===== src/core/cycle_timing_pkg.sv =====
// Package for the instruction cycle-timing unit: operation codes, request
// carrier and the per-operation clock-cycle figures for both bus variants.
// Assumes the decoder ahead of the unit classifies each instruction into op_t.
package cycle_timing_pkg;

  // Width of a cycle count; largest figure plus word penalties fits easily
  localparam int CNT_W = 8;
  localparam int XFER_W = 3;
  localparam int BEXT_W = 2;

  localparam logic [CNT_W-1:0] CNT_ONE = 8'h01;

  // Operation classes the unit can time
  typedef enum logic [5:0] {
    OP_ASCII_ADJ_ADD,
    OP_ASCII_ADJ_DIV,
    OP_ASCII_ADJ_MUL,
    OP_ASCII_ADJ_SUB,
    OP_ALU_IMM_ACC,     // add, add-with-carry, and, compare into accumulator
    OP_ALU_IMM_RM,      // add, add-with-carry, and immediate to reg/mem
    OP_ALU_RM_REG,      // add, add-with-carry, and, compare reg/mem forms
    OP_CMP_IMM_RM,
    OP_BOUND_CHECK,
    OP_CALL_FAR_DIRECT,
    OP_CALL_NEAR_DIRECT,
    OP_CALL_FAR_INDIRECT,
    OP_CALL_NEAR_INDIRECT,
    OP_SIMPLE,          // flag ops, sign extend, prefixes, halt
    OP_STR_COMPARE,
    OP_CONVERT_WORD,
    OP_DECIMAL_ADJ,
    OP_INC_DEC_REG,
    OP_DEC_RM,
    OP_INC_RM,
    OP_DIV_MEM_BYTE,
    OP_DIV_MEM_WORD,
    OP_DIV_REG_BYTE,
    OP_DIV_REG_WORD,
    OP_IN_FIXED,
    OP_IN_VARIABLE,
    OP_INT_TYPED,
    OP_INT_BREAK,
    OP_INT_OVERFLOW,
    OP_INT_RETURN
  } op_t;

  // One timing request from the decoder
  typedef struct packed {
    op_t               op;
    logic              word;        // 16-bit operand
    logic              mem;         // memory operand (else register)
    logic              ovf;         // overflow flag as seen by the trap check
    logic [BEXT_W-1:0] bound_extra; // extra bound-check cycles, 0..2
    logic [XFER_W-1:0] mem_xfers;   // memory transfers of the instruction
  } req_t;

  // Cycle figures: 16-bit-bus variant (_W) and 8-bit-bus variant (_N); C_IMM_ACC_B/_W are byte/word, same on both buses
  localparam logic [CNT_W-1:0] C_AAA        = 8'h08;
  localparam logic [CNT_W-1:0] C_AAD        = 8'h0f;
  localparam logic [CNT_W-1:0] C_AAM        = 8'h13;
  localparam logic [CNT_W-1:0] C_AAS        = 8'h07;
  localparam logic [CNT_W-1:0] C_IMM_ACC_B  = 8'h03;
  localparam logic [CNT_W-1:0] C_IMM_ACC_W  = 8'h04;
  localparam logic [CNT_W-1:0] C_IMM_RM_R   = 8'h04;
  localparam logic [CNT_W-1:0] C_IMM_RM_M   = 8'h10;
  localparam logic [CNT_W-1:0] C_RM_REG_R   = 8'h03;
  localparam logic [CNT_W-1:0] C_RM_REG_M   = 8'h0a;
  localparam logic [CNT_W-1:0] C_BOUND_MIN  = 8'h21;
  localparam logic [CNT_W-1:0] C_BOUND_MAX  = 8'h23;
  localparam logic [CNT_W-1:0] C_CALLF_W    = 8'h17;
  localparam logic [CNT_W-1:0] C_CALLF_N    = 8'h1f;
  localparam logic [CNT_W-1:0] C_CALLN_W    = 8'h0f;
  localparam logic [CNT_W-1:0] C_CALLN_N    = 8'h13;
  localparam logic [CNT_W-1:0] C_CALLFI_W   = 8'h26;
  localparam logic [CNT_W-1:0] C_CALLFI_N   = 8'h36;
  localparam logic [CNT_W-1:0] C_CALLI_R_W  = 8'h0d;
  localparam logic [CNT_W-1:0] C_CALLI_M_W  = 8'h13;
  localparam logic [CNT_W-1:0] C_CALLI_R_N  = 8'h11;
  localparam logic [CNT_W-1:0] C_CALLI_M_N  = 8'h1b;
  localparam logic [CNT_W-1:0] C_SIMPLE     = 8'h02;
  localparam logic [CNT_W-1:0] C_CMPS       = 8'h16;
  localparam logic [CNT_W-1:0] C_CWD        = 8'h04;
  localparam logic [CNT_W-1:0] C_DAA        = 8'h04;
  localparam logic [CNT_W-1:0] C_INCDEC_R   = 8'h03;
  localparam logic [CNT_W-1:0] C_DEC_M_W    = 8'h0e;
  localparam logic [CNT_W-1:0] C_DEC_M_N    = 8'h0f;
  localparam logic [CNT_W-1:0] C_INC_M      = 8'h0f;
  localparam logic [CNT_W-1:0] C_DIV_MB     = 8'h23;
  localparam logic [CNT_W-1:0] C_DIV_MW     = 8'h2c;
  localparam logic [CNT_W-1:0] C_DIV_RB     = 8'h1d;
  localparam logic [CNT_W-1:0] C_DIV_RW     = 8'h26;
  localparam logic [CNT_W-1:0] C_IN_FIXED   = 8'h0a;
  localparam logic [CNT_W-1:0] C_IN_VAR     = 8'h08;
  localparam logic [CNT_W-1:0] C_INT_TYPED  = 8'h2f;
  localparam logic [CNT_W-1:0] C_INT_BREAK  = 8'h2d;
  localparam logic [CNT_W-1:0] C_INTO_TAKEN = 8'h30;
  localparam logic [CNT_W-1:0] C_INTO_SKIP  = 8'h04;
  localparam logic [CNT_W-1:0] C_IRET       = 8'h1c;

  // Word penalty per memory transfer on the 8-bit bus
  localparam logic [CNT_W-1:0] C_WORD_XFER  = 8'h04;

endpackage : cycle_timing_pkg


===== src/core/instruction_cycle_timing.sv =====
// Execution-time sequencer: takes a classified instruction and stays busy
// for exactly as many processor clocks as that instruction costs.
// Assumes one request at a time from the decoder, offered only while idle.
//
// Summary of operation
// - Add, add-with-carry and and of an immediate into the accumulator take 3 cycles for bytes, 4 for words.
// - Flagged memory figures on the 8-bit bus are byte-transfer figures.
// - Word operations with a memory operand on flagged entries add 4 cycles per memory transfer on the 8-bit bus.
// - A direct near call takes 15 cycles on the 16-bit bus and 19 on the 8-bit bus.
// - An indirect near call takes 13/19 (register/memory) cycles on the 16-bit bus and 17/27 on the 8-bit bus.
// - The overflow trap takes 48 cycles when taken and 4 when not.
// - The bound check takes between 33 and 35 cycles on both buses.
`timescale 1ns/10ps
`default_nettype none

module instruction_cycle_timing #(
  parameter logic BUS8 = 1'b0  // 1 selects the 8-bit external bus variant
) (
  // Clock and reset
  input  wire logic                                  clk_sys,
  input  wire logic                                  rst_n,
  // Request from the decoder
  input  wire logic                                  start,
  input  wire cycle_timing_pkg::req_t                req,
  // Status towards the decoder
  output logic                                       busy,
  output logic                                       done,
  output logic                                       trap_taken,
  output logic      [cycle_timing_pkg::CNT_W-1:0]    cycles
);

  typedef enum logic {
    ST_IDLE,
    ST_RUN
  } phase_t;

  typedef struct packed {
    phase_t                             phase;
    logic                               busy;
    logic                               done;
    logic                               trap_taken;
    logic [cycle_timing_pkg::CNT_W-1:0] cycles;
  } seq_state_t;

  seq_state_t st_q;
  seq_state_t st_d;

  logic [cycle_timing_pkg::CNT_W-1:0] remain_q;
  logic [cycle_timing_pkg::CNT_W-1:0] cost;
  logic                               accept;

  // Pick a figure by variant
  function automatic logic [cycle_timing_pkg::CNT_W-1:0] by_bus(
    input logic                               narrow,
    input logic [cycle_timing_pkg::CNT_W-1:0] wide_val,
    input logic [cycle_timing_pkg::CNT_W-1:0] narrow_val
  );
    by_bus = narrow ? narrow_val : wide_val;
  endfunction : by_bus

  // Pick a figure by register or memory operand
  function automatic logic [cycle_timing_pkg::CNT_W-1:0] by_mem(
    input logic                               mem,
    input logic [cycle_timing_pkg::CNT_W-1:0] reg_val,
    input logic [cycle_timing_pkg::CNT_W-1:0] mem_val
  );
    by_mem = mem ? mem_val : reg_val;
  endfunction : by_mem

  // Entries whose narrow-bus memory figure is a byte-transfer figure
  function automatic logic word_flagged(input cycle_timing_pkg::op_t op);
    case (op)
      cycle_timing_pkg::OP_ALU_IMM_RM,
      cycle_timing_pkg::OP_ALU_RM_REG,
      cycle_timing_pkg::OP_CMP_IMM_RM,
      cycle_timing_pkg::OP_STR_COMPARE,
      cycle_timing_pkg::OP_DEC_RM,
      cycle_timing_pkg::OP_INC_RM,
      cycle_timing_pkg::OP_DIV_MEM_WORD,
      cycle_timing_pkg::OP_IN_FIXED,
      cycle_timing_pkg::OP_IN_VARIABLE: word_flagged = 1'b1;
      default:                          word_flagged = 1'b0;
    endcase
  endfunction : word_flagged

  // Base figure for one request, byte case on flagged entries
  function automatic logic [cycle_timing_pkg::CNT_W-1:0] base_cost(
    input cycle_timing_pkg::req_t r,
    input logic                   narrow
  );
    logic [cycle_timing_pkg::CNT_W-1:0] bext;
    bext = {{(cycle_timing_pkg::CNT_W-cycle_timing_pkg::BEXT_W){1'b0}}, r.bound_extra};
    case (r.op)
      cycle_timing_pkg::OP_ASCII_ADJ_ADD:   base_cost = cycle_timing_pkg::C_AAA;
      cycle_timing_pkg::OP_ASCII_ADJ_DIV:   base_cost = cycle_timing_pkg::C_AAD;
      cycle_timing_pkg::OP_ASCII_ADJ_MUL:   base_cost = cycle_timing_pkg::C_AAM;
      cycle_timing_pkg::OP_ASCII_ADJ_SUB:   base_cost = cycle_timing_pkg::C_AAS;
      // Same on both buses, accumulator only so no transfer penalty
      cycle_timing_pkg::OP_ALU_IMM_ACC:     base_cost = r.word ? cycle_timing_pkg::C_IMM_ACC_W
                                                               : cycle_timing_pkg::C_IMM_ACC_B;
      cycle_timing_pkg::OP_ALU_IMM_RM:      base_cost = by_mem(r.mem, cycle_timing_pkg::C_IMM_RM_R,
                                                               cycle_timing_pkg::C_IMM_RM_M);
      cycle_timing_pkg::OP_ALU_RM_REG,
      cycle_timing_pkg::OP_CMP_IMM_RM:      base_cost = by_mem(r.mem, cycle_timing_pkg::C_RM_REG_R,
                                                               cycle_timing_pkg::C_RM_REG_M);
      // Extra cycles above the floor are clamped to the documented ceiling
      cycle_timing_pkg::OP_BOUND_CHECK: begin
        base_cost = cycle_timing_pkg::C_BOUND_MIN + bext;
        if (base_cost > cycle_timing_pkg::C_BOUND_MAX) begin
          base_cost = cycle_timing_pkg::C_BOUND_MAX;
        end
      end
      cycle_timing_pkg::OP_CALL_FAR_DIRECT: base_cost = by_bus(narrow, cycle_timing_pkg::C_CALLF_W,
                                                               cycle_timing_pkg::C_CALLF_N);
      cycle_timing_pkg::OP_CALL_NEAR_DIRECT: base_cost = by_bus(narrow, cycle_timing_pkg::C_CALLN_W,
                                                                cycle_timing_pkg::C_CALLN_N);
      cycle_timing_pkg::OP_CALL_FAR_INDIRECT: base_cost = by_bus(narrow, cycle_timing_pkg::C_CALLFI_W,
                                                                 cycle_timing_pkg::C_CALLFI_N);
      cycle_timing_pkg::OP_CALL_NEAR_INDIRECT: begin
        base_cost = by_bus(narrow,
                           by_mem(r.mem, cycle_timing_pkg::C_CALLI_R_W, cycle_timing_pkg::C_CALLI_M_W),
                           by_mem(r.mem, cycle_timing_pkg::C_CALLI_R_N, cycle_timing_pkg::C_CALLI_M_N));
      end
      cycle_timing_pkg::OP_SIMPLE:          base_cost = cycle_timing_pkg::C_SIMPLE;
      cycle_timing_pkg::OP_STR_COMPARE:     base_cost = cycle_timing_pkg::C_CMPS;
      cycle_timing_pkg::OP_CONVERT_WORD:    base_cost = cycle_timing_pkg::C_CWD;
      cycle_timing_pkg::OP_DECIMAL_ADJ:     base_cost = cycle_timing_pkg::C_DAA;
      cycle_timing_pkg::OP_INC_DEC_REG:     base_cost = cycle_timing_pkg::C_INCDEC_R;
      cycle_timing_pkg::OP_DEC_RM:          base_cost = by_mem(r.mem, cycle_timing_pkg::C_INCDEC_R,
                                                               by_bus(narrow, cycle_timing_pkg::C_DEC_M_W,
                                                                      cycle_timing_pkg::C_DEC_M_N));
      cycle_timing_pkg::OP_INC_RM:          base_cost = by_mem(r.mem, cycle_timing_pkg::C_INCDEC_R,
                                                               cycle_timing_pkg::C_INC_M);
      cycle_timing_pkg::OP_DIV_MEM_BYTE:    base_cost = cycle_timing_pkg::C_DIV_MB;
      cycle_timing_pkg::OP_DIV_MEM_WORD:    base_cost = cycle_timing_pkg::C_DIV_MW;
      cycle_timing_pkg::OP_DIV_REG_BYTE:    base_cost = cycle_timing_pkg::C_DIV_RB;
      cycle_timing_pkg::OP_DIV_REG_WORD:    base_cost = cycle_timing_pkg::C_DIV_RW;
      cycle_timing_pkg::OP_IN_FIXED:        base_cost = cycle_timing_pkg::C_IN_FIXED;
      cycle_timing_pkg::OP_IN_VARIABLE:     base_cost = cycle_timing_pkg::C_IN_VAR;
      cycle_timing_pkg::OP_INT_TYPED:       base_cost = cycle_timing_pkg::C_INT_TYPED;
      cycle_timing_pkg::OP_INT_BREAK:       base_cost = cycle_timing_pkg::C_INT_BREAK;
      cycle_timing_pkg::OP_INT_OVERFLOW:    base_cost = r.ovf ? cycle_timing_pkg::C_INTO_TAKEN
                                                              : cycle_timing_pkg::C_INTO_SKIP;
      cycle_timing_pkg::OP_INT_RETURN:      base_cost = cycle_timing_pkg::C_IRET;
      default:                              base_cost = cycle_timing_pkg::C_SIMPLE;
    endcase
  endfunction : base_cost

  // Narrow bus pays per word transfer on flagged memory forms only;
  // register forms move nothing on the bus, so they keep the base figure
  function automatic logic [cycle_timing_pkg::CNT_W-1:0] word_penalty(
    input cycle_timing_pkg::req_t r,
    input logic                   narrow
  );
    logic [cycle_timing_pkg::CNT_W-1:0] xfers;
    xfers = {{(cycle_timing_pkg::CNT_W-cycle_timing_pkg::XFER_W){1'b0}}, r.mem_xfers};
    if (narrow && r.word && r.mem && word_flagged(r.op)) begin
      word_penalty = cycle_timing_pkg::CNT_W'(xfers * cycle_timing_pkg::C_WORD_XFER);
    end else begin
      word_penalty = '0;
    end
  endfunction : word_penalty

  assign cost   = base_cost(req, BUS8) + word_penalty(req, BUS8);
  assign accept = start && (st_q.phase == ST_IDLE);

  // Busy time is held by the shared down-counter
  cycle_countdown #(
    .CNT_W (cycle_timing_pkg::CNT_W)
  ) u_countdown (
    .clk_sys  (clk_sys),
    .rst_n    (rst_n),
    .load     (accept),
    .load_val (cost),
    .remain_q (remain_q)
  );

  // Sequencing: busy for exactly cost cycles, done one cycle after the last
  always_comb begin
    st_d      = st_q;
    st_d.done = 1'b0;
    case (st_q.phase)
      ST_IDLE: begin
        if (accept) begin
          st_d.phase      = ST_RUN;
          st_d.busy       = 1'b1;
          st_d.cycles     = cost;
          st_d.trap_taken = (req.op == cycle_timing_pkg::OP_INT_OVERFLOW) && req.ovf;
        end
      end
      ST_RUN: begin
        // Requests during the run are ignored, the decoder must wait
        if (remain_q == cycle_timing_pkg::CNT_ONE) begin
          st_d.phase = ST_IDLE;
          st_d.busy  = 1'b0;
          st_d.done  = 1'b1;
        end
      end
      default: begin
        st_d.phase = ST_IDLE;
        st_d.busy  = 1'b0;
      end
    endcase
  end

  always_ff @(posedge clk_sys or negedge rst_n) begin
    if (!rst_n) begin
      st_q <= '{phase: ST_IDLE, busy: 1'b0, done: 1'b0, trap_taken: 1'b0, cycles: '0};
    end else begin
      st_q <= st_d;
    end
  end

  // Outputs straight from the state register
  assign busy       = st_q.busy;
  assign done       = st_q.done;
  assign trap_taken = st_q.trap_taken;
  assign cycles     = st_q.cycles;

endmodule : instruction_cycle_timing

`default_nettype wire


===== src/core/cycle_countdown.sv =====
// Down-counter that holds an instruction busy for a loaded number of cycles.
// Assumes load is only raised while the counter stands at zero.
`timescale 1ns/10ps
`default_nettype none

module cycle_countdown #(
  parameter int CNT_W = cycle_timing_pkg::CNT_W
) (
  // Clock and reset
  input  wire logic             clk_sys,
  input  wire logic             rst_n,
  // Load
  input  wire logic             load,
  input  wire logic [CNT_W-1:0] load_val,
  // Remaining cycles
  output logic      [CNT_W-1:0] remain_q
);

  typedef struct packed {
    logic [CNT_W-1:0] remain;
  } cnt_state_t;

  cnt_state_t st_q;
  cnt_state_t st_d;

  // Load wins; otherwise count down to zero and rest there
  always_comb begin
    st_d = st_q;
    if (load) begin
      st_d.remain = load_val;
    end else if (st_q.remain != '0) begin
      st_d.remain = st_q.remain - CNT_W'(1);
    end
  end

  always_ff @(posedge clk_sys or negedge rst_n) begin
    if (!rst_n) begin
      st_q <= '0;
    end else begin
      st_q <= st_d;
    end
  end

  assign remain_q = st_q.remain;

endmodule : cycle_countdown

`default_nettype wire


===== config.mk =====
export PLATFORM = sky130hd
export DESIGN_NAME = instruction_cycle_timing
export DESIGN_NICKNAME = d
export VERILOG_FILES = /design/src/core/cycle_timing_pkg.sv /design/src/core/instruction_cycle_timing.sv /design/src/core/cycle_countdown.sv
export SDC_FILE = /design/constraint.sdc
export NUM_CORES = 1
export LEC_CHECK = 0
export BUFFER_PORTS_ARGS = -buffer_cell sky130_fd_sc_hd__buf_2
export CAP_MARGIN = 20
export CELL_PAD_IN_SITES_DETAIL_PLACEMENT = 1
export CELL_PAD_IN_SITES_GLOBAL_PLACEMENT = 2
export CORE_UTILIZATION = 32
export CTS_CLUSTER_DIAMETER = 150
export DETAILED_ROUTE_END_ITERATION = 10
export PLACE_DENSITY = 0.78
export SYNTH_ARGS = -nofsm -noshare
export SYNTH_HDL_FRONTEND = slang
export SYNTH_SLANG_ARGS = --single-unit

===== constraint.sdc =====
create_clock -name clk_sys -period 2.21 [get_ports clk_sys]
set_clock_uncertainty 0.05 [all_clocks]
set_input_delay 0.221 -clock clk_sys [delete_from_list [all_inputs] [get_ports clk_sys]]
set_output_delay 0.221 -clock clk_sys [all_outputs]
set_load 0.02 [all_outputs]

Yosys cells after proc, flatten, opt, wreduce, memory -nomap -nowiden --
Index checks and enable logic that the tools add are counted.
Operators by class: add/subtract/negate cells 2, $lt $le $gt $ge 1, equal/unequal tests 31, mux-type cells 15, bitwise logic cells 1, reduce and logical (&&, ||, !) cells 12
Operators by type and width (number):
- 7-bit one-hot mux with 24 select lines | 1
- 6-bit by 5-bit equality test with 1-bit output, second input constant | 14
- 6-bit by 4-bit equality test with 1-bit output, second input constant | 7
- 6-bit by 3-bit equality test with 1-bit output, second input constant | 4
- 8-bit 2-to-1 mux | 2
- 6-bit by 2-bit equality test with 1-bit output, second input constant | 2
- 4-bit 2-to-1 mux | 3
- 5-bit 2-to-1 mux | 2
- 2-bit OR reduction | 5
- 8-bit by 1-bit equality test with 1-bit output, second input constant | 1
- 8-bit nonzero test | 1
- 8-bit by 1-bit subtractor with 8-bit output, second input constant | 1
- 6-bit by 2-bit adder with 7-bit output, first input constant | 1
- 7-bit by 6-bit greater-than comparator with 1-bit output, second input constant | 1
- 7-bit 2-to-1 mux | 1
- 6-bit by 1-bit equality test with 1-bit output, second input constant | 1
- 6-bit zero test | 1
- 3-bit 2-to-1 mux | 2
- 6-bit 2-to-1 mux | 1
- 2-bit one-hot mux with 2 select lines | 1
- 2-bit AND reduction | 2
- 1-bit logical AND | 2
- 2-bit 2-to-1 mux | 1
- 2-bit by 1-bit inequality test with 1-bit output, second input constant | 1
- other kinds (4) | 4
Storage, ports and cells: bits in registers 20, bits of input ports 17, output and inout bits 11, logic and storage cells 68

Depth between registers and ports, before layout --
Gate-level depths: netlist of run 1.
depth in word-level cells 5, gate-level depth with buffers 7, gate-level depth less buffers 6

Hierarchy --
A second synthesis of run 1 with hierarchy kept.
Second synthesis, totals: cell total of the unflattened synthesis 184, area total of the unflattened synthesis 1599.0 sq um
By module, submodules not included:
- instruction_cycle_timing | instances 1, cells each 134, area each 1101.1 sq um, sequential area each 250.2 sq um
- cycle_countdown | instances 1, cells each 50, area each 498.0 sq um, sequential area each 200.2 sq um

Worst setup path before layout of run 1 --
OpenSTA, ideal clock, no wires.
path type flip-flop to flip-flop, start point register u_countdown.st_q (netlist bit u_countdown.remain_q[0]), end point register u_countdown.st_q (netlist bit u_countdown.remain_q[4]), setup time 0.076 ns, arrival time 1.424 ns, required time 2.084 ns, setup slack 0.660 ns, cell stages (with the launch flop) 7, buffers on the path 0, period minus slack after synthesis 1.550 ns, cells stage by stage dfrtp_1 > inv_1 > ha_1 > or3b_2 > nor3_1 > a21oi_1 > o21ai_1
Between the ends: word-level cells in the longest chain between the ends 3, elaborated cells between the ends (all ways) 5, classes of those cells add/sub (1); mux (2); reduce/logical (2)
Ends and longest elaborated chain:
- start: declaration | RTL line cycle_countdown.sv:23 | cnt_state_t st_q;
- start signal: assignment | RTL line cycle_countdown.sv:40 | st_q <= st_d;
- 8-bit by 1-bit subtractor with 8-bit output | RTL line cycle_countdown.sv:32 | st_d.remain = st_q.remain - CNT_W'(1);
- 8-bit 2-to-1 mux | RTL line cycle_countdown.sv:31 | end else if (st_q.remain != '0) begin
- 8-bit 2-to-1 mux | RTL line cycle_countdown.sv:29 | if (load) begin
Parallel ways exist; a longest one is shown, timed or not. The select of a mux whose other input is x is not followed. A chain may end at the register's enable or synchronous reset.

Final worst setup path of run 1 --
start point register u_countdown.st_q (netlist bit u_countdown.remain_q[4]), end point register u_countdown.st_q (netlist bit u_countdown.remain_q[7])
Same word-level chain as after synthesis.

==> impl_results.html, run 1 <==
<table>
<tr><th>Metric</th><th>Value</th></tr>
<tr><th colspan="2">Die</th></tr>
<tr><td>Starting Density</td><td>0.335</td></tr>
<tr><td>FP Rows</td><td>24</td></tr>
<tr><td>Boundary pin count</td><td>28</td></tr>
<tr><td>Die outline area</td><td>4870 sq um</td></tr>
<tr><td>Height of the die</td><td>69.8 microns</td></tr>
<tr><td>Placeable core area</td><td>4380 sq um</td></tr>
<tr><td>Die Wd</td><td>69.8 microns</td></tr>
<tr><th colspan="2">Worst setup path</th></tr>
<tr><td>Setup crit start kind</td><td>flip-flop</td></tr>
<tr><td>Required time reported for the critical path endpoint</td><td>2.28 ns</td></tr>
<tr><td>Critical-path maximum fanout</td><td>5</td></tr>
<tr><td>Sort of element at the end of the critical path</td><td>flip-flop</td></tr>
<tr><td>Worst Setup Path Type</td><td>reg -&gt; reg</td></tr>
<tr><td>Arrival time reported for the critical path endpoint</td><td>1.82 ns</td></tr>
<tr><th colspan="2">Placement</th></tr>
<tr><td>Final weighted congestion of routability-driven global placement</td><td>0.843</td></tr>
<tr><td>IO Port Bufs</td><td>22</td></tr>
<tr><td>Post-placement cell count</td><td>236</td></tr>
<tr><td>Detailed placement HPWL</td><td>2.91 mm</td></tr>
<tr><th colspan="2">Timing</th></tr>
<tr><td>Shortest clock period the worst path allows after layout</td><td>1.75 ns</td></tr>
<tr><td>Worst Max-Slew Pin Slew</td><td>0.546 ns</td></tr>
<tr><td>Maximum clock rate</td><td>573 MHz</td></tr>
<tr><td>Setup-failing EPs final</td><td>0</td></tr>
<tr><td>Total Neg Setup Slack</td><td>0 ns</td></tr>
<tr><td>Final period utilization</td><td>0.790</td></tr>
<tr><td>RSZ-0062 raised after global routing</td><td>no</td></tr>
<tr><td>Number of failing hold endpoints at the final stage</td><td>0</td></tr>
<tr><td>Slew HR</td><td>0.633</td></tr>
<tr><td>Total count of max-transition violations in the final report</td><td>0</td></tr>
<tr><th colspan="2">CTS</th></tr>
<tr><td>Worst-case clock buffer depth</td><td>2</td></tr>
<tr><td>Clock tree from TritonCTS</td><td>done</td></tr>
<tr><td>Clock Pin Slew Worst Setup and Hold Paths</td><td>0.07 ns</td></tr>
<tr><td>Clock insertion delay at the later pin of the skew report</td><td>0.25 ns</td></tr>
<tr><td>Clk root buf</td><td>sky130_fd_sc_hd__clkbuf_8</td></tr>
<tr><td>Number of H-tree levels</td><td>1</td></tr>
<tr><td>Post-CTS Resized</td><td>0</td></tr>
<tr><td>TritonCTS buffer count</td><td>3</td></tr>
<tr><td>Clk sink count</td><td>18</td></tr>
<tr><th colspan="2">Power</th></tr>
<tr><td>LEAKAGE</td><td>0.693 nW</td></tr>
<tr><td>Worst ir drop on vdd</td><td>0.364 mV</td></tr>
<tr><td>Pwr/cell area</td><td>898 nW/um^2</td></tr>
<tr><th colspan="2">Synthesis</th></tr>
<tr><td>Register bit count reported by yosys</td><td>18</td></tr>
<tr><td>Count of flip-flops with a built-in enable after synthesis</td><td>0</td></tr>
<tr><td>Most instantiated flip-flop cell in the synthesis netlist</td><td>sky130_fd_sc_hd__dfrtp_1</td></tr>
<tr><td>Post-synthesis sequential area ratio</td><td>0.306</td></tr>
<tr><td>Cell type with the highest aggregate area in the netlist</td><td>sky130_fd_sc_hd__dfrtp_1</td></tr>
<tr><td>Most common cell in the synthesized netlist</td><td>sky130_fd_sc_hd__nand2_1</td></tr>
<tr><td>Synth async-reset ratio</td><td>1.00</td></tr>
<tr><td>Mean instance size in the synthesized netlist</td><td>8.12 sq um</td></tr>
<tr><td>Cells after synthesis</td><td>181</td></tr>
<tr><td>Largest cells by area after synthesis</td><td>sky130_fd_sc_hd__dfrtp_1, sky130_fd_sc_hd__buf_4, sky130_fd_sc_hd__nand2_1</td></tr>
<tr><td>Post-synthesis cell type count</td><td>56</td></tr>
<tr><td>Proportion of netlist area held by the largest area contributor</td><td>0.306</td></tr>
<tr><td>Synth cell count leaders</td><td>sky130_fd_sc_hd__nand2_1, sky130_fd_sc_hd__dfrtp_1, sky130_fd_sc_hd__nor2_1</td></tr>
<tr><td>Netlist area before placement</td><td>1470 sq um</td></tr>
<tr><td>Number of warnings issued by yosys</td><td>0</td></tr>
<tr><th colspan="2">Route</th></tr>
<tr><td>Drt drc</td><td>0</td></tr>
<tr><td>Drt wl/cell</td><td>16.3 microns</td></tr>
<tr><td>Wire length reported by the detailed router</td><td>3.93 mm</td></tr>
<tr><td>Pre-antenna DRT Iters</td><td>6</td></tr>
<tr><td>1st-iter DRT viols</td><td>43</td></tr>
<tr><td>ANT nets after route</td><td>0</td></tr>
<tr><td>Overall via count from detail_route</td><td>1338</td></tr>
<tr><td>Per-cell via count in the routed design</td><td>5.55</td></tr>
<tr><th colspan="2">Worst hold path</th></tr>
<tr><td>Class of the worst hold path</td><td>in -&gt; reg</td></tr>
<tr><th colspan="2">Layout</th></tr>
<tr><td>Share of final-layout standard cells stronger than drive strength 1</td><td>0.175</td></tr>
<tr><td>Number of filler cells placed in the layout</td><td>521</td></tr>
<tr><td>Synth-to-layout area growth</td><td>7.74%</td></tr>
<tr><td>Final net count</td><td>209</td></tr>
<tr><td>Seq. cell area</td><td>450 sq um</td></tr>
<tr><td>Final Instance Count excl. Fillers</td><td>241</td></tr>
<tr><td>Antenna diode count</td><td>0</td></tr>
<tr><td>Area of combinational cells with multiple inputs</td><td>867 sq um</td></tr>
<tr><th colspan="2">Run status</th></tr>
<tr><td>Outcome</td><td>finished clean</td></tr>
<tr><th colspan="2">GRT</th></tr>
<tr><td>GRT Util Overall</td><td>0.172</td></tr>
<tr><td>Wire length of the first global-routing pass</td><td>6.82 mm</td></tr>
<tr><td>Gr ovfl total</td><td>0</td></tr>
<tr><td>Via count of the first global-routing pass</td><td>1355</td></tr>
<tr><td>Antenna violations before repair</td><td>0</td></tr>
<tr><td>Pin count of the biggest net entering global routing</td><td>24</td></tr>
<tr><th colspan="2">Run</th></tr>
<tr><td>Number of violations of the max-capacitance limit</td><td>0</td></tr>
</table>
-- cells by family (layout without fill, tap and decap cells) --
kind of cell	count (synthesis)	after routing	synth area share
XOR/XNOR	5	5	0.0298
AND/OR/NAND/NOR	79	79	0.297
flip-flops	18	18	0.306
multiplexers	5	5	0.0349
AO/OA/AOI/OAI	45	45	0.206
buffers and inverters	26	33	0.106
other	1	2	0.00255
adder cells (fa/ha/maj)	2	2	0.0170
-- routing by layer --
metal / GRT usage / part of all wire / wire length [microns] / vias to the layer above
met1: 0.252 / 0.50 / 1980 / 649
li1: - / - / - / 657
met5: 0 / 0 / 0 / -
met2: 0.263 / 0.45 / 1790 / 28
met3: 0.0334 / 0.032 / 126 / 4
met4: 0.0333 / 0.010 / 41 / 0
-- cells in the final DEF, fill, tap and decap left out, types with 2 or more instances in the layout --
cell,n
sky130_fd_sc_hd__ha_1,2
sky130_fd_sc_hd__nand2b_1,9
sky130_fd_sc_hd__nor4_1,2
sky130_fd_sc_hd__a211o_1,2
sky130_fd_sc_hd__a41o_1,2
sky130_fd_sc_hd__o21ai_1,3
sky130_fd_sc_hd__clkbuf_8,4
sky130_fd_sc_hd__nor2_1,13
sky130_fd_sc_hd__a21oi_1,9
sky130_fd_sc_hd__a21o_1,3
sky130_fd_sc_hd__nand2_1,21
sky130_fd_sc_hd__nor3_1,8
sky130_fd_sc_hd__o21bai_1,2
sky130_fd_sc_hd__nand3_1,4
sky130_fd_sc_hd__buf_2,22
sky130_fd_sc_hd__dfrtp_1,18
sky130_fd_sc_hd__conb_1,2
sky130_fd_sc_hd__mux2i_1,4
sky130_fd_sc_hd__xnor2_1,4
sky130_fd_sc_hd__nand3b_1,2
sky130_fd_sc_hd__a32oi_1,2
sky130_fd_sc_hd__o22ai_1,2
sky130_fd_sc_hd__nor2b_1,4
sky130_fd_sc_hd__a211oi_1,3
sky130_fd_sc_hd__o21ai_0,8
sky130_fd_sc_hd__inv_1,5
-- worst paths after layout --
kind                                                  endpoint                                start  cells past startpoint  slack, ns
setup / recovery           u_countdown.remain_q[7]$_DFFE_PN0P_  u_countdown.remain_q[4]$_DFFE_PN0P_                      5       0.46
hold / removal                              st_q[11]$_DFF_PN0_                                start                      3       0.18
setup reg to reg           u_countdown.remain_q[7]$_DFFE_PN0P_  u_countdown.remain_q[4]$_DFFE_PN0P_                      5       0.46
hold reg to reg                         trap_taken$_DFFE_PN0P_               trap_taken$_DFFE_PN0P_                      2       0.43
max in group asynchronous  u_countdown.remain_q[5]$_DFFE_PN0P_                                rst_n                      2       1.43
min in group asynchronous  u_countdown.remain_q[3]$_DFFE_PN0P_                                rst_n                      2       0.38
-- final cells by class --
class | count | share of cell area
well taps | 52 | 0.0411
flip-flops and latches | 18 | 0.284
repair buffers | 24 | 0.0806
multi-input cells | 138 | 0.547
inverters | 5 | 0.0118
clock buffers | 4 | 0.0348
-- critical path, stage by stage, from the launching register on --
cell and delay (ns):
sky130_fd_sc_hd__dfrtp_1 0.40, sky130_fd_sc_hd__nor3_1 0.47, sky130_fd_sc_hd__nand3_1 0.19, sky130_fd_sc_hd__nor3_1 0.23, sky130_fd_sc_hd__mux2i_1 0.22, sky130_fd_sc_hd__nor2_1 0.05
-- state kept, by name, indices dropped and copies added (netlist names) --
name / cells
st_q: 1
cycles: 6
busy: 1
trap_taken: 1
done: 1
u_countdown.remain_q: 8
-- stage by stage --
| stage | setup slack, ns | instance area, sq um | power, mW | utilization | hold slack [ns] |
|---|---|---|---|---|---|
| finish | 0.464 | 1580 | 1.42 | 0.361 | 0.179 |
| global route | 0.280 | 1580 | 1.54 | 0.361 | 0.184 |
| CTS | 0.447 | 1580 | 1.44 | 0.361 | 0.195 |
| detailed placement | 0.295 | 1520 | 1.16 | 0.346 | 0.126 |
| global placement | 0.347 | 1520 | 1.12 | 0.346 | 0.109 |
| floorplan | 0.660 | 1470 | 1.05 | - | -0.125 |
-- repair_timing --
action | in CTS | in global routing
hold buffers | 1 | 0
buffers inserted | 0 | 0
hold endpoints to repair | 18 | 0
-- power breakdown --
group	total [mW]	internal (mW)	switching [mW]
Sequential	0.564	0.462	0.103
Combinational	0.588	0.232	0.356
Clock	0.271	0.158	0.113
(Power assumes the default switching activity.)
==> inputs of run 2 (changes only) <==
Settings changed: ABC_AREA set to 1, CORE_UTILIZATION 32 to 29, PLACE_DENSITY 0.78 to 0.79.
Clock period 2.21 ns to 1.7 ns, I/O delays scaled along.
==> impl_results.html, run 2 <==
<table>
<tr><th>Metric</th><th>Value</th></tr>
<tr><th colspan="2">Worst setup path</th></tr>
<tr><td>Count of buffer and inverter cells on the critical path</td><td>3</td></tr>
<tr><td>Dominant cell type by count on the critical path</td><td>sky130_fd_sc_hd__inv_1</td></tr>
<tr><td>Setup crit start kind</td><td>flip-flop</td></tr>
<tr><td>Library cell contributing the largest single delay on the critical path</td><td>sky130_fd_sc_hd__dfrtp_1</td></tr>
<tr><td>Critical-path maximum fanout</td><td>6</td></tr>
<tr><td>Kind of cell adding the most delay to the critical path</td><td>flip-flops</td></tr>
<tr><td>Arrival time reported for the critical path endpoint</td><td>1.68 ns</td></tr>
<tr><td>Highest cell delay on the worst timing path</td><td>0.39 ns</td></tr>
<tr><td>Sort of element at the end of the critical path</td><td>flip-flop</td></tr>
<tr><td>Critical-path cell list</td><td>inv_1 -&gt; ha_1 -&gt; nand3_1 -&gt; inv_1 -&gt; nand2_1 -&gt; inv_2 -&gt; a21oi_1 -&gt; a21oi_2</td></tr>
<tr><td>Worst Setup Path Type</td><td>reg -&gt; reg</td></tr>
<tr><td>Required time reported for the critical path endpoint</td><td>1.84 ns</td></tr>
<tr><th colspan="2">Timing</th></tr>
<tr><td>Maximum clock rate</td><td>646 MHz</td></tr>
<tr><td>Setup-failing EPs final</td><td>0</td></tr>
<tr><td>Worst Max-Slew Pin Slew</td><td>0.522 ns</td></tr>
<tr><td>Total Neg Setup Slack</td><td>0 ns</td></tr>
<tr><td>Slew HR</td><td>0.649</td></tr>
<tr><td>Number of failing hold endpoints at the final stage</td><td>0</td></tr>
<tr><td>Shortest clock period the worst path allows after layout</td><td>1.55 ns</td></tr>
<tr><td>RSZ-0062 raised after global routing</td><td>no</td></tr>
<tr><td>Final period utilization</td><td>0.910</td></tr>
<tr><td>Total count of max-transition violations in the final report</td><td>0</td></tr>
<tr><th colspan="2">Power</th></tr>
<tr><td>Pwr/cell area</td><td>1070 nW/um^2</td></tr>
<tr><td>Worst ir drop on vdd</td><td>0.356 mV</td></tr>
<tr><td>Switching fraction of total power</td><td>0.409</td></tr>
<tr><td>Fraction of power consumed by the clock network</td><td>0.159</td></tr>
<tr><td>Cell-internal power</td><td>1.08 mW</td></tr>
<tr><td>LEAKAGE</td><td>0.974 nW</td></tr>
<tr><td>Switching component of the power</td><td>750 uW</td></tr>
<tr><td>Share of total power in sequential cells</td><td>0.391</td></tr>
<tr><td>Logic gate share of total power</td><td>0.449</td></tr>
<tr><th colspan="2">Synthesis</th></tr>
<tr><td>Compound-Gate Fraction of Synth Area</td><td>0.0930</td></tr>
<tr><td>Post-synthesis sequential area ratio</td><td>0.307</td></tr>
<tr><td>Fraction of synthesized cell area in xor and xnor cells</td><td>0.00597</td></tr>
<tr><td>Most instantiated flip-flop cell in the synthesis netlist</td><td>sky130_fd_sc_hd__dfrtp_1</td></tr>
<tr><td>Post-synthesis cell type count</td><td>25</td></tr>
<tr><td>Proportion of netlist area held by the largest area contributor</td><td>0.307</td></tr>
<tr><td>Share of synthesized cell area in full adder, half adder and majority cells</td><td>0.0171</td></tr>
<tr><td>Most common cell in the synthesized netlist</td><td>sky130_fd_sc_hd__nand2_1</td></tr>
<tr><td>Post-Synth Simple-Gate Area</td><td>0.442</td></tr>
<tr><td>Dominant combinational cell family by area after synthesis</td><td>simple AND/OR/NAND/NOR gates</td></tr>
<tr><td>Synth cell count leaders</td><td>sky130_fd_sc_hd__nand2_1, sky130_fd_sc_hd__nor2_1, sky130_fd_sc_hd__nand3_1</td></tr>
<tr><td>Share of cell area taken by muxes after synthesis</td><td>0</td></tr>
<tr><td>Cells after synthesis</td><td>239</td></tr>
<tr><td>Number of warnings issued by yosys</td><td>0</td></tr>
<tr><td>Cell type with the highest aggregate area in the netlist</td><td>sky130_fd_sc_hd__dfrtp_1</td></tr>
<tr><td>Largest cells by area after synthesis</td><td>sky130_fd_sc_hd__dfrtp_1, sky130_fd_sc_hd__nand2_1, sky130_fd_sc_hd__nor2_1</td></tr>
<tr><td>Netlist area before placement</td><td>1470 sq um</td></tr>
<tr><td>Count of flip-flops with a built-in enable after synthesis</td><td>0</td></tr>
<tr><td>Mean instance size in the synthesized netlist</td><td>6.14 sq um</td></tr>
<tr><td>Register bit count reported by yosys</td><td>18</td></tr>
<tr><td>Synth async-reset ratio</td><td>1.00</td></tr>
<tr><th colspan="2">GRT</th></tr>
<tr><td>Via count of the first global-routing pass</td><td>1550</td></tr>
<tr><td>Wire length of the first global-routing pass</td><td>7.00 mm</td></tr>
<tr><td>Gr ovfl total</td><td>0</td></tr>
<tr><td>Pin count of the biggest net entering global routing</td><td>19</td></tr>
<tr><td>Antenna violations before repair</td><td>0</td></tr>
<tr><td>GRT Util Overall</td><td>0.172</td></tr>
<tr><th colspan="2">Layout</th></tr>
<tr><td>Most used cells in the layout excluding fill and tap cells</td><td>sky130_fd_sc_hd__nand2_1, sky130_fd_sc_hd__nor2_1, sky130_fd_sc_hd__nand3_1</td></tr>
<tr><td>Final net count</td><td>282</td></tr>
<tr><td>Most frequent standard cell in the layout excluding fill and tap cells</td><td>sky130_fd_sc_hd__nand2_1</td></tr>
<tr><td>Synth-to-layout area growth</td><td>16.7%</td></tr>
<tr><td>Max FFs per register</td><td>8</td></tr>
<tr><td>Share of final-layout standard cells stronger than drive strength 1</td><td>0.195</td></tr>
<tr><td>Summed area of non-filler cells in the final layout</td><td>1710 sq um</td></tr>
<tr><td>Antenna diode count</td><td>0</td></tr>
<tr><th colspan="2">Run</th></tr>
<tr><td>Number of violations of the max-capacitance limit</td><td>0</td></tr>
<tr><th colspan="2">Die</th></tr>
<tr><td>Die Wd</td><td>73.1 microns</td></tr>
<tr><td>FP Rows</td><td>25</td></tr>
<tr><td>Placeable core area</td><td>4790 sq um</td></tr>
<tr><td>Die outline area</td><td>5350 sq um</td></tr>
<tr><td>Height of the die</td><td>73.1 microns</td></tr>
<tr><td>Starting Density</td><td>0.306</td></tr>
<tr><td>Boundary pin count</td><td>28</td></tr>
<tr><th colspan="2">Worst hold path</th></tr>
<tr><td>Class of the worst hold path</td><td>in -&gt; reg</td></tr>
<tr><th colspan="2">CTS</th></tr>
<tr><td>Clock Pin Slew Worst Setup and Hold Paths</td><td>0.07 ns</td></tr>
<tr><td>Clk root buf</td><td>sky130_fd_sc_hd__clkbuf_8</td></tr>
<tr><td>Clk sink count</td><td>18</td></tr>
<tr><td>Clock tree from TritonCTS</td><td>done</td></tr>
<tr><td>Worst-case clock buffer depth</td><td>2</td></tr>
<tr><td>Number of H-tree levels</td><td>1</td></tr>
<tr><td>TritonCTS buffer count</td><td>3</td></tr>
<tr><td>Clock insertion delay at the later pin of the skew report</td><td>0.25 ns</td></tr>
<tr><th colspan="2">Placement</th></tr>
<tr><td>Final weighted congestion of routability-driven global placement</td><td>0.886</td></tr>
<tr><td>IO Port Bufs</td><td>22</td></tr>
<tr><td>Cell area after placement</td><td>1660 sq um</td></tr>
<tr><td>Detailed placement HPWL</td><td>3.38 mm</td></tr>
<tr><th colspan="2">Route</th></tr>
<tr><td>1st-iter DRT viols</td><td>56</td></tr>
<tr><td>Overall via count from detail_route</td><td>1563</td></tr>
<tr><td>ANT nets after route</td><td>0</td></tr>
<tr><td>Per-cell via count in the routed design</td><td>4.77</td></tr>
<tr><td>Drt drc</td><td>0</td></tr>
<tr><td>Drt wl/cell</td><td>12.6 microns</td></tr>
<tr><td>Pre-antenna DRT Iters</td><td>4</td></tr>
<tr><td>Wire length reported by the detailed router</td><td>4.13 mm</td></tr>
<tr><th colspan="2">Run status</th></tr>
<tr><td>Outcome</td><td>finished clean</td></tr>
</table>
[run 2: final cells by class]
| cell class | count | area, sq um |
|---|---|---|
| tap | 67 | 83.8 |
| timing repair buffer | 31 | 205 |
| fill | 661 | 3070 |
| clock buffer | 3 | 41.3 |
| multi-input combinational | 181 | 826 |
| sequential | 18 | 450 |
| inverter | 28 | 105 |
[run 2: timing repair]
item                       4_1_cts  5_1_grt
hold buffers                     1        0
gates resized for setup          0        1
hold endpoints to repair        18        0
buffers inserted                 0        0
setup endpoints to repair        0        2
[run 2: power by group through the flow]
stage | registers, mW | clock network, mW | logic (mW)
floorplan | 0.722 | 0 | 0.668
global placement | 0.725 | 0 | 0.811
detailed placement | 0.724 | 0 | 0.833
CTS | 0.718 | 0.303 | 0.840
global route | 0.742 | 0.321 | 0.944
finish | 0.717 | 0.292 | 0.824
[run 2: kinds of logic after synthesis]
| family | Yosys count |
|---|---|
| other | 1 |
| AND/OR/NAND/NOR | 152 |
| buffers and inverters | 41 |
| flip-flops | 18 |
| AO/OA/AOI/OAI | 24 |
| XOR/XNOR | 1 |
| adder cells (fa/ha/maj) | 2 |
[run 2: through the flow]
step / hold WS (ns) / util / setup slack (ns) / cells / power [mW]
floorplan: -0.176 / - / 0.351 / 240 / 1.39
global placement: 0.0798 / 0.347 / 0.139 / 324 / 1.54
detailed placement: 0.0813 / 0.347 / 0.112 / 324 / 1.56
CTS: 0.107 / 0.358 / 0.0807 / 328 / 1.86
global route: 0.120 / 0.358 / 0.0164 / 328 / 2.01
finish: 0.110 / 0.358 / 0.153 / 328 / 1.83
[run 2: metal layers]
layer / vias to the layer above / share of wire / wire, microns / global-route usage
li1: 791 / - / - / -
met1: 743 / 0.46 / 1900 / 0.217
met2: 22 / 0.50 / 2060 / 0.302
met3: 7 / 0.019 / 78 / 0.0124
met4: 0 / 0.022 / 89 / 0.0675
met5: - / 0 / 0 / 0
[run 2: worst min-delay path: stages]
cell	delay, ns
sky130_fd_sc_hd__buf_2	0.08
sky130_fd_sc_hd__nor2_1	0.04
sky130_fd_sc_hd__nor2_1	0.08
[run 2: final timing paths]
| kind | from | depth (start not counted) | endpoint | slack [ns] |
|---|---|---|---|---|
| setup / recovery | u_countdown.remain_q[0]$_DFFE_PN0P_ | 8 | u_countdown.remain_q[0]$_DFFE_PN0P_ | 0.15 |
| hold / removal | start | 3 | st_q[11]$_DFF_PN0_ | 0.11 |
| setup reg to reg | u_countdown.remain_q[0]$_DFFE_PN0P_ | 8 | u_countdown.remain_q[0]$_DFFE_PN0P_ | 0.15 |
| hold reg to reg | u_countdown.remain_q[6]$_DFFE_PN0P_ | 1 | u_countdown.remain_q[6]$_DFFE_PN0P_ | 0.42 |
| max in group asynchronous | rst_n | 2 | u_countdown.remain_q[2]$_DFFE_PN0P_ | 0.98 |
| min in group asynchronous | rst_n | 2 | u_countdown.remain_q[4]$_DFFE_PN0P_ | 0.33 |
==> inputs of run 3 (changes only) <==
Settings changed: CORE_UTILIZATION 29 to 26, GPL_TIMING_DRIVEN set to 0, PLACE_DENSITY 0.79 to 0.75.
Clock period 1.7 ns to 1.37 ns, I/O delays scaled along.
==> impl_results.html, run 3 (synthesis results as in run 2) <==
<table>
<tr><th>Metric</th><th>Value</th></tr>
<tr><th colspan="2">GRT</th></tr>
<tr><td>Via count of the first global-routing pass</td><td>1580</td></tr>
<tr><td>GRT Util Overall</td><td>0.156</td></tr>
<tr><td>Gr ovfl total</td><td>0</td></tr>
<tr><td>Antenna violations before repair</td><td>0</td></tr>
<tr><td>Pin count of the biggest net entering global routing</td><td>19</td></tr>
<tr><td>Wire length of the first global-routing pass</td><td>7.46 mm</td></tr>
<tr><th colspan="2">CTS</th></tr>
<tr><td>Clock tree from TritonCTS</td><td>done</td></tr>
<tr><td>Number of H-tree levels</td><td>1</td></tr>
<tr><td>TritonCTS buffer count</td><td>3</td></tr>
<tr><td>Worst-case clock buffer depth</td><td>2</td></tr>
<tr><td>Clock Pin Slew Worst Setup and Hold Paths</td><td>0.07 ns</td></tr>
<tr><td>Clock insertion delay at the later pin of the skew report</td><td>0.25 ns</td></tr>
<tr><td>Clk root buf</td><td>sky130_fd_sc_hd__clkbuf_8</td></tr>
<tr><td>Clk sink count</td><td>18</td></tr>
<tr><th colspan="2">Layout</th></tr>
<tr><td>Share of final-layout standard cells stronger than drive strength 1</td><td>0.332</td></tr>
<tr><td>Seq. cell area</td><td>452 sq um</td></tr>
<tr><td>Most frequent standard cell in the layout excluding fill and tap cells</td><td>sky130_fd_sc_hd__nand2_1</td></tr>
<tr><td>Most used cells in the layout excluding fill and tap cells</td><td>sky130_fd_sc_hd__nand2_1, sky130_fd_sc_hd__nor2_1, sky130_fd_sc_hd__nand3_1</td></tr>
<tr><td>Final Instance Count excl. Fillers</td><td>341</td></tr>
<tr><td>Area of combinational cells with multiple inputs</td><td>996 sq um</td></tr>
<tr><td>Max FFs per register</td><td>8</td></tr>
<tr><td>Final net count</td><td>292</td></tr>
<tr><td>Number of filler cells placed in the layout</td><td>704</td></tr>
<tr><td>Antenna diode count</td><td>0</td></tr>
<tr><td>Summed area of non-filler cells in the final layout</td><td>1960 sq um</td></tr>
<tr><td>Synth-to-layout area growth</td><td>33.4%</td></tr>
<tr><th colspan="2">Timing</th></tr>
<tr><td>Total Neg Setup Slack</td><td>0 ns</td></tr>
<tr><td>Total count of max-transition violations in the final report</td><td>0</td></tr>
<tr><td>Number of failing hold endpoints at the final stage</td><td>0</td></tr>
<tr><td>Final period utilization</td><td>0.977</td></tr>
<tr><td>Maximum clock rate</td><td>747 MHz</td></tr>
<tr><td>Shortest clock period the worst path allows after layout</td><td>1.34 ns</td></tr>
<tr><td>RSZ-0062 raised after global routing</td><td>yes</td></tr>
<tr><td>Setup-failing EPs final</td><td>0</td></tr>
<tr><th colspan="2">Route</th></tr>
<tr><td>Per-cell via count in the routed design</td><td>4.69</td></tr>
<tr><td>1st-iter DRT viols</td><td>54</td></tr>
<tr><td>Pre-antenna DRT Iters</td><td>4</td></tr>
<tr><td>Drt wl/cell</td><td>13.1 microns</td></tr>
<tr><td>Overall via count from detail_route</td><td>1600</td></tr>
<tr><td>Drt drc</td><td>0</td></tr>
<tr><td>Wire length reported by the detailed router</td><td>4.47 mm</td></tr>
<tr><td>ANT nets after route</td><td>0</td></tr>
<tr><th colspan="2">Worst hold path</th></tr>
<tr><td>Hold Path Cell Cnt</td><td>3</td></tr>
<tr><td>Class of the worst hold path</td><td>in -&gt; reg</td></tr>
<tr><th colspan="2">Run</th></tr>
<tr><td>Number of violations of the max-capacitance limit</td><td>0</td></tr>
<tr><th colspan="2">Run status</th></tr>
<tr><td>Outcome</td><td>finished clean</td></tr>
<tr><th colspan="2">Die</th></tr>
<tr><td>FP Rows</td><td>26</td></tr>
<tr><td>Die outline area</td><td>5940 sq um</td></tr>
<tr><td>Starting Density</td><td>0.278</td></tr>
<tr><td>Placeable core area</td><td>5270 sq um</td></tr>
<tr><td>Boundary pin count</td><td>28</td></tr>
<tr><td>Height of the die</td><td>77.1 microns</td></tr>
<tr><td>Die Wd</td><td>77.1 microns</td></tr>
<tr><th colspan="2">Placement</th></tr>
<tr><td>Post-placement cell count</td><td>331</td></tr>
<tr><td>Detailed placement HPWL</td><td>3.41 mm</td></tr>
<tr><td>Cell area after placement</td><td>1660 sq um</td></tr>
<tr><td>IO Port Bufs</td><td>21</td></tr>
<tr><td>Final weighted congestion of routability-driven global placement</td><td>0.820</td></tr>
<tr><th colspan="2">Power</th></tr>
<tr><td>Pwr/cell area</td><td>1410 nW/um^2</td></tr>
<tr><td>LEAKAGE</td><td>1.05 nW</td></tr>
<tr><td>Worst ir drop on vdd</td><td>0.562 mV</td></tr>
<tr><th colspan="2">Worst setup path</th></tr>
<tr><td>Arrival time reported for the critical path endpoint</td><td>1.43 ns</td></tr>
<tr><td>Start point of the critical path</td><td>u_countdown.remain_q[2]$_DFFE_PN0P_</td></tr>
<tr><td>R2r startpoint</td><td>u_countdown.remain_q[2]$_DFFE_PN0P_</td></tr>
<tr><td>Worst Setup Path Type</td><td>reg -&gt; reg</td></tr>
<tr><td>Internal reg-to-reg setup slack</td><td>0.03 ns</td></tr>
<tr><td>Sort of element at the end of the critical path</td><td>flip-flop</td></tr>
<tr><td>Critical path depth</td><td>6</td></tr>
<tr><td>Worst flop-to-flop path endpoint</td><td>u_countdown.remain_q[5]$_DFFE_PN0P_</td></tr>
<tr><td>Required time reported for the critical path endpoint</td><td>1.46 ns</td></tr>
<tr><td>Critical-path maximum fanout</td><td>4</td></tr>
<tr><td>Dominant cell type by count on the critical path</td><td>sky130_fd_sc_hd__a21oi_1</td></tr>
<tr><td>Critical-path cell list</td><td>inv_2 -&gt; nand3_4 -&gt; nor3_4 -&gt; a21oi_1 -&gt; o21ai_1 -&gt; a21oi_1</td></tr>
<tr><td>Kind of cell adding the most delay to the critical path</td><td>flip-flops</td></tr>
<tr><td>Worst Setup EP</td><td>u_countdown.remain_q[5]$_DFFE_PN0P_</td></tr>
<tr><td>Library cell contributing the largest single delay on the critical path</td><td>sky130_fd_sc_hd__dfrtp_1</td></tr>
<tr><td>Highest cell delay on the worst timing path</td><td>0.42 ns</td></tr>
<tr><td>Setup crit start kind</td><td>flip-flop</td></tr>
<tr><td>Cell depth of the worst flop-to-flop path</td><td>6</td></tr>
<tr><td>Count of buffer and inverter cells on the critical path</td><td>1</td></tr>
</table>
-- run 3: cell count changes in the layout (fill, tap and decap cells not counted), moves of 5 or more --
cell                      before  now
sky130_fd_sc_hd__nand3_1      31   25
sky130_fd_sc_hd__buf_4         6   13
sky130_fd_sc_hd__nand2_1      59   54
sky130_fd_sc_hd__nor2_1       45   37
sky130_fd_sc_hd__nor2_4        0    8
-- run 3: final cells by class --
class | count | share of cell area
well taps | 70 | 0.0448
repair buffers | 28 | 0.0870
plain buffers | 13 | 0.0524
flip-flops and latches | 18 | 0.231
clock buffers | 3 | 0.0211
inverters | 28 | 0.0550
multi-input cells | 181 | 0.509
-- run 3: worst min path at each step --
stage                      from  slack (ns)                     to
after global routing      start        0.18     st_q[11]$_DFF_PN0_
final                     start         0.1     st_q[11]$_DFF_PN0_
after global placement    rst_n        0.05  cycles[3]$_DFFE_PN0P_
after floorplan           rst_n       -0.21       busy$_DFFE_PN0P_
after detailed placement  rst_n        0.05  cycles[3]$_DFFE_PN0P_
after CTS                 start         0.1     st_q[11]$_DFF_PN0_
-- run 3: stage by stage --
step	utilization	hold WS, ns	power, mW	setup slack (ns)
6_report	0.371	0.0966	2.76	0.0321
5_1_grt	0.371	0.175	3.01	-0.0610
4_1_cts	0.329	0.0997	2.45	-0.0637
3_5_place_dp	0.316	0.0475	2.01	-0.223
3_3_place_gp	0.316	0.0464	2.00	-0.224
2_1_floorplan	-	-0.209	1.72	0.0206
-- run 3: where the power goes --
part	switching [mW]	leakage, nW	internal, mW	total (mW)
Combinational	0.813	0.801	0.626	1.44
Sequential	0.200	0.223	0.756	0.956
Clock	0.171	0.0216	0.195	0.367
-- run 3: worst min-delay path, stage by stage --
cell and delay, ns:
sky130_fd_sc_hd__buf_2 0.09, sky130_fd_sc_hd__nor2_1 0.04, sky130_fd_sc_hd__nor2_1 0.09
-- run 3: what timing repair did --
item                                    CTS  global route
buffers inserted                          0             5
gates cloned                              0             1
resized for setup                         7            47
pin swaps                                 0            11
endpoints found under the hold margin    18             0
endpoints found under the setup margin   10            18
hold buffers                              1             0
-- run 3: metal layers --
layer  track usage  vias up  routed length [microns]
met4        0.0340        0                       51
met2         0.284       30                     2290
met3        0.0119        6                      146
met5             0        -                        0
met1         0.199      743                     1980
li1              -      821                        -
